--- config.mk ---
export PLATFORM = sky130hd
export DESIGN_NAME = aaf_alu
export DESIGN_NICKNAME = d
export VERILOG_FILES = /design/src/inc/aaf_pkg.sv /design/src/inc/aaf_res_if.sv /design/src/hw/aaf_core.sv /design/src/hw/aaf_alu.sv
export SDC_FILE = /design/constraint.sdc
export NUM_CORES = 1
export LEC_CHECK = 0
export BUFFER_PORTS_ARGS = -buffer_cell sky130_fd_sc_hd__buf_2
export CORE_UTILIZATION = 46
export DETAILED_ROUTE_END_ITERATION = 16
export GPL_TIMING_DRIVEN = 0
export PLACE_DENSITY = 0.76
export SLEW_MARGIN = 40
export SYNTH_ARGS = -nofsm -noshare
export SYNTH_HDL_FRONTEND = slang
export SYNTH_SLANG_ARGS = --single-unit
--- constraint.sdc ---
create_clock -name clk_sys -period 6.95 [get_ports clk_sys]
set_input_delay 1.39 -clock clk_sys [delete_from_list [all_inputs] [get_ports clk_sys]]
set_output_delay 1.39 -clock clk_sys [all_outputs]
set_load 0.01 [all_outputs]
--- src/inc/aaf_pkg.sv ---
// Package: opcodes, state encoding and timing constants of the ALU datapath.
// Assumes the decoder presents one operation per instruction cycle.
package aaf_pkg;
    localparam int unsigned CLK_PERIOD_NS     = 25;
    localparam int unsigned SYS_CLK_PER_INSTR = 4;
    localparam int unsigned EXTRA_PC_LOW_CYCLES = 4;
    localparam int unsigned BCD_LIMIT_DIGIT   = 9;
    localparam logic [3:0]  BCD_LIMIT         = 4'h9;
    localparam logic [7:0]  BCD_LOW_FIX       = 8'h06;
    localparam logic [7:0]  BCD_HIGH_FIX      = 8'h60;
    localparam logic [7:0]  BYTE_ONE          = 8'h01;
    localparam logic [7:0]  BYTE_ZERO         = 8'h00;
    localparam logic [7:0]  WORK_RESET        = 8'h00;

    typedef enum logic [4:0] {
        AAF_NOP       = 5'h00,
        AAF_ADD       = 5'h01,
        AAF_ADC       = 5'h02,
        AAF_SUB       = 5'h03,
        AAF_SUB_BORROW = 5'h04,
        AAF_DECIMAL   = 5'h05,
        AAF_AND       = 5'h06,
        AAF_OR        = 5'h07,
        AAF_XOR       = 5'h08,
        AAF_INVERT    = 5'h09,
        AAF_STEP_UP   = 5'h0a,
        AAF_STEP_DOWN = 5'h0b,
        AAF_ROUND_R   = 5'h0c,
        AAF_ROUND_RC  = 5'h0d,
        AAF_ROUND_L   = 5'h0e,
        AAF_ROUND_LC  = 5'h0f
    } aaf_op_t;

    typedef enum logic [1:0] {
        AAF_ST_IDLE = 2'b00,
        AAF_ST_EXEC = 2'b01,
        AAF_ST_HOLD = 2'b10
    } aaf_state_t;
endpackage : aaf_pkg

--- src/inc/aaf_res_if.sv ---
// Interface: result bundle from the arithmetic core to the sequencer.
// Assumes both ends run on clk_sys.
`timescale 1ns/1ps
interface aaf_res_if;
    logic [7:0] result;
    logic       carry;
    logic       half_carry;
    logic       signed_wrap;
    logic       upd_zero;
    logic       upd_carry;
    logic       upd_arith;
    modport core (output result, carry, half_carry, signed_wrap,
                  upd_zero, upd_carry, upd_arith);
    modport seq  (input  result, carry, half_carry, signed_wrap,
                  upd_zero, upd_carry, upd_arith);
endinterface : aaf_res_if

--- src/hw/aaf_core.sv ---
// Combinational arithmetic core: result and flag candidates per opcode.
// Assumes operands are stable for the cycle the sequencer samples them.
`timescale 1ns/1ps
module aaf_core
    import aaf_pkg::*;
(
    input  wire aaf_op_t    op,
    input  wire logic [7:0] work,
    input  wire logic [7:0] operand,
    input  wire logic       carry_in,
    input  wire logic       half_in,
    aaf_res_if.core         res
);
    logic [8:0] sum9;
    logic [4:0] sum5;
    logic [7:0] b;
    logic       cin;
    logic [7:0] fix;
    logic [8:0] dsum;

    always_comb begin
        b    = operand;
        cin  = 1'b0;
        case (op)
            AAF_ADC: cin = carry_in;
            AAF_SUB: begin
                b   = ~operand;
                cin = 1'b1;
            end
            AAF_SUB_BORROW: begin
                b   = ~operand;
                cin = carry_in;
            end
            default: ;
        endcase
        sum9 = {1'b0, work} + {1'b0, b} + {8'h00, cin};
        sum5 = {1'b0, work[3:0]} + {1'b0, b[3:0]} + {4'h0, cin};
        fix  = BYTE_ZERO;
        // Half carry covers a low digit that already wrapped past 15
        if (work[3:0] > BCD_LIMIT || half_in)
            fix = fix | BCD_LOW_FIX;
        if (work[7:4] > BCD_LIMIT || carry_in ||
            (work[7:4] == BCD_LIMIT && work[3:0] > BCD_LIMIT))
            fix = fix | BCD_HIGH_FIX;
        dsum = {1'b0, work} + {1'b0, fix};

        res.result      = sum9[7:0];
        res.carry       = sum9[8];
        res.half_carry  = sum5[4];
        res.signed_wrap = (work[7] == b[7]) && (sum9[7] != work[7]);
        res.upd_zero    = 1'b0;
        res.upd_carry   = 1'b0;
        res.upd_arith   = 1'b0;
        case (op)
            AAF_ADD, AAF_ADC, AAF_SUB, AAF_SUB_BORROW: begin
                res.upd_zero  = 1'b1;
                res.upd_carry = 1'b1;
                res.upd_arith = 1'b1;
            end
            AAF_DECIMAL: begin
                res.result    = dsum[7:0];
                res.carry     = dsum[8] | carry_in;
                res.upd_carry = 1'b1;
            end
            AAF_AND: begin
                res.result = work & operand;
                res.upd_zero = 1'b1;
            end
            AAF_OR: begin
                res.result = work | operand;
                res.upd_zero = 1'b1;
            end
            AAF_XOR: begin
                res.result = work ^ operand;
                res.upd_zero = 1'b1;
            end
            AAF_INVERT: begin
                res.result = ~operand;
                res.upd_zero = 1'b1;
            end
            AAF_STEP_UP: begin
                res.result = operand + BYTE_ONE;
                res.upd_zero = 1'b1;
            end
            AAF_STEP_DOWN: begin
                res.result = operand - BYTE_ONE;
                res.upd_zero = 1'b1;
            end
            AAF_ROUND_R:
                res.result = {operand[0], operand[7:1]};
            AAF_ROUND_RC: begin
                res.result = {carry_in, operand[7:1]};
                res.carry  = operand[0];
                res.upd_carry = 1'b1;
            end
            AAF_ROUND_L:
                res.result = {operand[6:0], operand[7]};
            AAF_ROUND_LC: begin
                res.result = {operand[6:0], carry_in};
                res.carry  = operand[7];
                res.upd_carry = 1'b1;
            end
            default: res.result = work;
        endcase
    end
endmodule : aaf_core

--- src/hw/aaf_alu.sv ---
// Accumulator ALU with flag registers and instruction-cycle sequencing.
// Assumes the decoder holds op inputs stable while busy is high.
// Functional notes
// - Add operand to working register, all four flags
// - Add with carry, all four flags
// - Subtract operand from working register, all flags
// - Subtract with borrow via carry, all flags
// - Memory forms write result to memory instead
// - Decimal correct working register into memory, carry
// - AND/OR/XOR to working register, zero only
// - Memory AND/OR/XOR write memory, zero only
// - Invert operand to memory or working, zero
// - Increment operand, zero only, carry kept
// - Decrement operand, zero only, carry kept
// - Rotate right plain, no flags change
// - Rotate right through carry, carry only
// - Rotate left plain, no flags change
// - Rotate left through carry, carry only
// - Low program counter destination adds four clocks
`timescale 1ns/1ps
module aaf_alu
    import aaf_pkg::*;
#(
    parameter int unsigned INSTR_CLKS = SYS_CLK_PER_INSTR,
    parameter int unsigned EXTRA_CLKS = EXTRA_PC_LOW_CYCLES
)
(
    input  wire logic       clk_sys,
    input  wire logic       rst_n,
    input  wire logic       start,
    input  wire aaf_op_t    op,
    input  wire logic       use_immediate,
    input  wire logic       to_memory,
    input  wire logic       to_program_counter_low,
    input  wire logic [7:0] immediate,
    input  wire logic [7:0] mem_rdata,
    output logic            busy,
    output logic            done,
    output logic            mem_we,
    output logic [7:0]      mem_wdata,
    output logic            program_counter_low_we,
    output logic [7:0]      working_register,
    output logic            zero_flag,
    output logic            carry_flag,
    output logic            half_carry_flag,
    output logic            signed_wrap_flag
);
    localparam int CW = 4;
    localparam logic [CW-1:0] LAST_BASE = CW'(INSTR_CLKS - 1);
    localparam logic [CW-1:0] LAST_EXTRA = CW'(EXTRA_CLKS - 1);

    aaf_res_if res ();
    aaf_state_t state_q, state_d;
    logic [CW-1:0] cnt_q, cnt_d;
    aaf_op_t    op_q, op_d;
    logic       mem_q, mem_d, pc_low_q, pc_low_d;
    logic [7:0] opnd_q, opnd_d;
    logic [7:0] work_q, work_d, wdata_q, wdata_d;
    logic       z_q, z_d, c_q, c_d, hc_q, hc_d, sw_q, sw_d;
    logic       we_q, we_d, pwe_q, pwe_d, done_q, done_d;

    aaf_core u_core (
        .op       (op_q),
        .work     (work_q),
        .operand  (opnd_q),
        .carry_in (c_q),
        .half_in  (hc_q),
        .res      (res)
    );

    always_comb begin
        state_d = state_q;
        cnt_d   = cnt_q;
        op_d    = op_q;
        mem_d   = mem_q;
        pc_low_d = pc_low_q;
        opnd_d  = opnd_q;
        work_d  = work_q;
        wdata_d = wdata_q;
        z_d = z_q;
        c_d = c_q;
        hc_d = hc_q;
        sw_d = sw_q;
        we_d = 1'b0;
        pwe_d = 1'b0;
        done_d = 1'b0;
        case (state_q)
            AAF_ST_IDLE: begin
                if (start) begin
                    state_d = AAF_ST_EXEC;
                    cnt_d   = '0;
                    op_d    = op;
                    mem_d   = to_memory || op == AAF_DECIMAL;
                    pc_low_d = to_program_counter_low;
                    opnd_d  = use_immediate ? immediate : mem_rdata;
                end
            end
            AAF_ST_EXEC: begin
                cnt_d = cnt_q + 1'b1;
                if (cnt_q == LAST_BASE) begin
                    cnt_d = '0;
                    if (mem_q) begin
                        wdata_d = res.result;
                        we_d    = 1'b1;
                    end else begin
                        work_d  = res.result;
                    end
                    if (pc_low_q) begin
                        pwe_d   = 1'b1;
                        wdata_d = res.result;
                        state_d = AAF_ST_HOLD;
                    end else begin
                        state_d = AAF_ST_IDLE;
                        done_d  = 1'b1;
                    end
                    if (res.upd_zero)
                        z_d = (res.result == BYTE_ZERO);
                    if (res.upd_carry)
                        c_d = res.carry;
                    if (res.upd_arith) begin
                        hc_d = res.half_carry;
                        sw_d = res.signed_wrap;
                    end
                end
            end
            AAF_ST_HOLD: begin
                cnt_d = cnt_q + 1'b1;
                if (cnt_q == LAST_EXTRA) begin
                    cnt_d   = '0;
                    state_d = AAF_ST_IDLE;
                    done_d  = 1'b1;
                end
            end
            default: state_d = AAF_ST_IDLE;
        endcase
    end

    always_ff @(posedge clk_sys or negedge rst_n) begin
        if (!rst_n) begin
            state_q <= AAF_ST_IDLE;
            cnt_q   <= '0;
            op_q    <= AAF_NOP;
            mem_q   <= 1'b0;
            pc_low_q <= 1'b0;
            opnd_q  <= BYTE_ZERO;
            work_q  <= WORK_RESET;
            wdata_q <= BYTE_ZERO;
            z_q <= 1'b0;
            c_q <= 1'b0;
            hc_q <= 1'b0;
            sw_q <= 1'b0;
            we_q <= 1'b0;
            pwe_q <= 1'b0;
            done_q <= 1'b0;
        end else begin
            state_q <= state_d;
            cnt_q   <= cnt_d;
            op_q    <= op_d;
            mem_q   <= mem_d;
            pc_low_q <= pc_low_d;
            opnd_q  <= opnd_d;
            work_q  <= work_d;
            wdata_q <= wdata_d;
            z_q <= z_d;
            c_q <= c_d;
            hc_q <= hc_d;
            sw_q <= sw_d;
            we_q <= we_d;
            pwe_q <= pwe_d;
            done_q <= done_d;
        end
    end

    assign busy             = (state_q != AAF_ST_IDLE);
    assign done             = done_q;
    assign mem_we           = we_q;
    assign mem_wdata        = wdata_q;
    assign program_counter_low_we = pwe_q;
    assign working_register = work_q;
    assign zero_flag        = z_q;
    assign carry_flag       = c_q;
    assign half_carry_flag  = hc_q;
    assign signed_wrap_flag = sw_q;

    property p_zero_upd;
        @(posedge clk_sys) disable iff (!rst_n)
        (state_q == AAF_ST_EXEC && cnt_q == LAST_BASE && res.upd_zero)
        |=> (z_q == (($past(res.result)) == BYTE_ZERO));
    endproperty
    a_zero_upd: assert property (p_zero_upd)
        else $error("zero flag does not match result");

    property p_carry_kept;
        @(posedge clk_sys) disable iff (!rst_n)
        (state_q == AAF_ST_EXEC && !res.upd_carry) |=> $stable(c_q);
    endproperty
    a_carry_kept: assert property (p_carry_kept)
        else $error("carry changed by non-carry operation");

    property p_arith_kept;
        @(posedge clk_sys) disable iff (!rst_n)
        (state_q == AAF_ST_EXEC && !res.upd_arith)
        |=> ($stable(hc_q) && $stable(sw_q));
    endproperty
    a_arith_kept: assert property (p_arith_kept)
        else $error("half carry or wrap changed unexpectedly");

    property p_base_len;
        @(posedge clk_sys) disable iff (!rst_n)
        (state_q == AAF_ST_IDLE && start && !to_program_counter_low)
        |-> ##5 done;
    endproperty
    a_base_len: assert property (p_base_len)
        else $error("instruction cycle not four clocks");

    property p_pc_low_len;
        @(posedge clk_sys) disable iff (!rst_n)
        (state_q == AAF_ST_IDLE && start && to_program_counter_low)
        |-> ##1 !done [*8] ##1 done;
    endproperty
    a_pc_low_len: assert property (p_pc_low_len)
        else $error("low counter destination not eight clocks");

    property p_mem_dest;
        @(posedge clk_sys) disable iff (!rst_n)
        mem_we |-> $stable(work_q);
    endproperty
    a_mem_dest: assert property (p_mem_dest)
        else $error("memory form changed working register");

    property p_sub_carry;
        @(posedge clk_sys) disable iff (!rst_n)
        (state_q == AAF_ST_EXEC && cnt_q == LAST_BASE && op_q == AAF_SUB)
        |=> (c_q == ($past(work_q) >= $past(opnd_q)));
    endproperty
    a_sub_carry: assert property (p_sub_carry)
        else $error("subtract carry is not no-borrow");

    property p_rotr_carry;
        @(posedge clk_sys) disable iff (!rst_n)
        (state_q == AAF_ST_EXEC && cnt_q == LAST_BASE
         && op_q == AAF_ROUND_RC)
        |=> (c_q == $past(opnd_q[0]));
    endproperty
    a_rotr_carry: assert property (p_rotr_carry)
        else $error("rotate through carry lost outgoing bit");
endmodule : aaf_alu

==> parameters.txt <==
Parameter                              Value

Power and ir drop
  Leakage dissipation    2.04 nW
  Total power divided by cell area    roughly 500 nW/µm²
  Max rail drop VDD    ~0.26 mV

Cells and area
  Final instance area    about 4300 µm²
  Number of antenna cells inserted    0
  Signed area change from the synthesized netlist to the final layout    12.9%
  Post-route non-filler standard cell count    about 600
  Share of layout cells above drive strength 1    ~18%
  Total Nets Final    around 570

Setup path
  Cell with the largest stage delay on the worst path    o21ai_2
  Critical path peak fanout    10
  Slack of the worst reg-to-reg path    approximately 2200 ps
  Number of cells traversed by the worst register-to-register path    15
  Worst setup path class    reg2reg
  Startpoint kind of the worst setup timing path    register
  Crit path cell chain    buf_6, buf_2, buf_1, nor3_1, o21ai_2, xnor2_1, fa_1, fa_1, a21o_1, a21oi_1, xnor2_1, a22oi_1, o2111ai_1, or4_1, o32ai_2
  Reg-to-Reg Start    op_q[0]
  Required time at the endpoint of the critical path    between 7000 and 8000 ps
  Critical Path Sink Type    register
  Critical path arrival    ~5000 ps
  RR Endpoint    zero_flag
  Delay of the slowest cell on the worst path    approximately 540 ps

Yosys
  Synthesized cell area    around 3800 µm²
  Proportion of register bits with asynchronous set or reset after synthesis    100%
  Leading register cell type out of synthesis    dfrtp_1
  Number of synthesized flops with an enable pin    0
  Net count of the mapped netlist    510
  Proportion of synthesized chip area in sequential cells    28.8%
  Synthesized instance count    roughly 440
  Post-synthesis register bit count    between 40 and 50
  Number of library cell types mapped by synthesis    58
  Synth warnings    0
  Mean area per synthesized cell    around 8.6 µm²

Clocking
  Cts hold-fix bufs    0
  Root buffer cell    clkbuf_8
  Number of buffers inserted during clock tree synthesis    5
  Sink Count    44
  TritonCTS clock tree    yes
  Clk_lat worst skew    300 ps
  Number of levels the H-tree was split into    2
  Setup repair bufs after CTS    0
  Number of buffers on the longest clock path    2
  Total of cells resized after clock tree synthesis    0
  Clock-pin slew on the worst setup and hold paths    90 ps

Routing
  Count of unresolved DRC violations after routing    0
  DR vias    between 3000 and 4000
  Routed wire length per instance    roughly 17 µm
  Iteration-0 DRC count of the detailed router    403
  Detailed-routing iteration count for the pre-antenna-repair pass    5
  Post-detailed-route via-to-cell ratio    5.96
  Overall routed net length    ~10 mm
  Number of routed nets with antenna violations    0

GRT
  Overflow left after global routing    0
  Pin count of the biggest net entering global routing    between 40 and 50
  Via count of the first global-routing pass    around 3300
  Wire length of the first global-routing pass    ~17 mm
  Initial antenna violation count    0
  Total routing resource utilization after global routing    roughly a quarter

STA
  Final setup viols    0
  Worst setup skew after layout    6.62 ps
  Post-route clock period utilization    ~69%
  Endpoints failing hold    0
  Transition time at the pin with the least slew margin    between 800 and 900 ps
  Post-layout minimum cycle time    roughly 4800 ps
  Unrepaired setup endpoints after global routing    false
  Pins over their slew limit    0
  Setup TNS    0 ps
  Maximum achievable frequency    between 200 and 250 MHz
  Rel. slew slack    roughly two fifths

Worst hold path
  Worst hold path startpoint    mem_wdata[3]
  Worst hold-check path type    reg2reg
  WHS Path Cells    2
  Terminating pin of the worst hold path    mem_wdata[3]

Floorplan
  Initial standard-cell utilization of the core    roughly half
  Die Y    slightly above 90 µm
  Total Die Area    8680 µm²
  Total core area    7890 µm²
  Number of rows in the core area    32
  Top-level port count    between 50 and 60
  Die width    a little over 90 µm

Placed design
  HPWL after detailed placement    around 7.7 mm
  Placed Instance Area    4210 µm²
  Port Buf Inserts    between 40 and 50
  Dpl cells    just under 600
  Global placer's final weighted congestion    just over 1

Status
  Outcome    complete, no violations

Run
  Max Cap Violations    0
-- cells in the final DEF (no fill, tap or decap), types with 8 or more instances in the layout --
master	instances
nand3_1	17
inv_1	30
nand2_1	40
buf_2	58
nor2_1	27
xnor2_1	18
o21ai_0	35
nor3_1	10
dfrtp_1	44
mux2i_1	11
nor2b_1	10
mux2_2	8
clkbuf_1	10
a21oi_1	26
ha_1	37
-- metal layers --
layer | wire length, µm | track usage [%]
met1 | 4560 | 35.3
met3 | 789 | 3.09
met4 | 303 | 7.05
met5 | 0 | 0
met2 | 4570 | 38.9
-- cells in the mapped netlist, drive strengths merged, types with 9 or more instances --
master	n	area, µm²
nor3	10	50.1
buf	14	87.6
clkbuf	9	33.8
mux2i	11	110
nand3	17	85.1
dfrtp	44	1100
xnor2	18	158
a21oi	28	148
nand2	40	150
o21ai	37	185
nor2	27	101
nor2b	10	62.6
ha	37	463
inv	30	113
-- state kept, by name, summed over array words and instances, names as in the netlist --
signal,cells
carry_flag,1
mem_q,1
done,1
mem_wdata,8
opnd_q,8
cnt_q,4
op_q,5
mem_we,1
pc_low_q,1
working_register,8
zero_flag,1
state_q,2
half_carry_flag,1
program_counter_low_we,1
signed_wrap_flag,1
-- kinds of logic after synthesis --
kind of cell	share of synthesized area [%]
flip-flops	28.8
adder cells (fa/ha/maj)	14.2
AO/OA/AOI/OAI	21.6
AND/OR/NAND/NOR	18.2
multiplexers	5.24
XOR/XNOR	5.73
buffers and inverters	6.12
-- final cells by class --
class                           instances  area (µm²)
Buffer                                 23         121
Clock buffer                            6        72.6
Clock inverter                          2        35.0
Fill cell                             721        3570
Inverter                               30         113
Multi-Input combinational cell        345        2500
Sequential cell                        44        1100
Tap cell                              102         128
Timing Repair Buffer                   49         248
-- metrics by stage --
stage	hold WS, ps	power, mW	util [%]	setup WS, ps
after floorplan	464	1.50	-	2900
final	465	2.15	54.7	2170
after CTS	473	2.12	54.7	2210
after global placement	446	1.86	53.2	2100
after global routing	490	2.31	54.7	1940
after detailed placement	453	1.91	53.3	2270
-- worst max-delay path: cells and delay by family (launching register included) --
kind	cells	cell delay, ps
AOI/OAI and AO/OA	6	1710
xor gates and xnor gates	2	290
adders and majority gates	2	940
buffers and inverters	3	730
DFF	1	350
and+or+nand+nor	2	660
-- how the worst max path moves through the flow --
stage	slack [ps]	from	cells past startpoint	end
finish	2170	op_q[0]	15	zero_flag
global placement	2100	op_q[0]	15	zero_flag
detailed placement	2270	op_q[0]	15	mem_wdata[6]
CTS	2210	op_q[0]	15	zero_flag
floorplan	2900	op_q[0]	15	zero_flag
global route	1940	op_q[0]	15	zero_flag
-- report_power, final --
group,switching (mW),internal (mW)
Combinational,0.853,0.587
Sequential,0.155,0.355
Clock,0.0911,0.107
Total,1.10,1.05
Note: power is estimated with default switching activity, not from simulation.
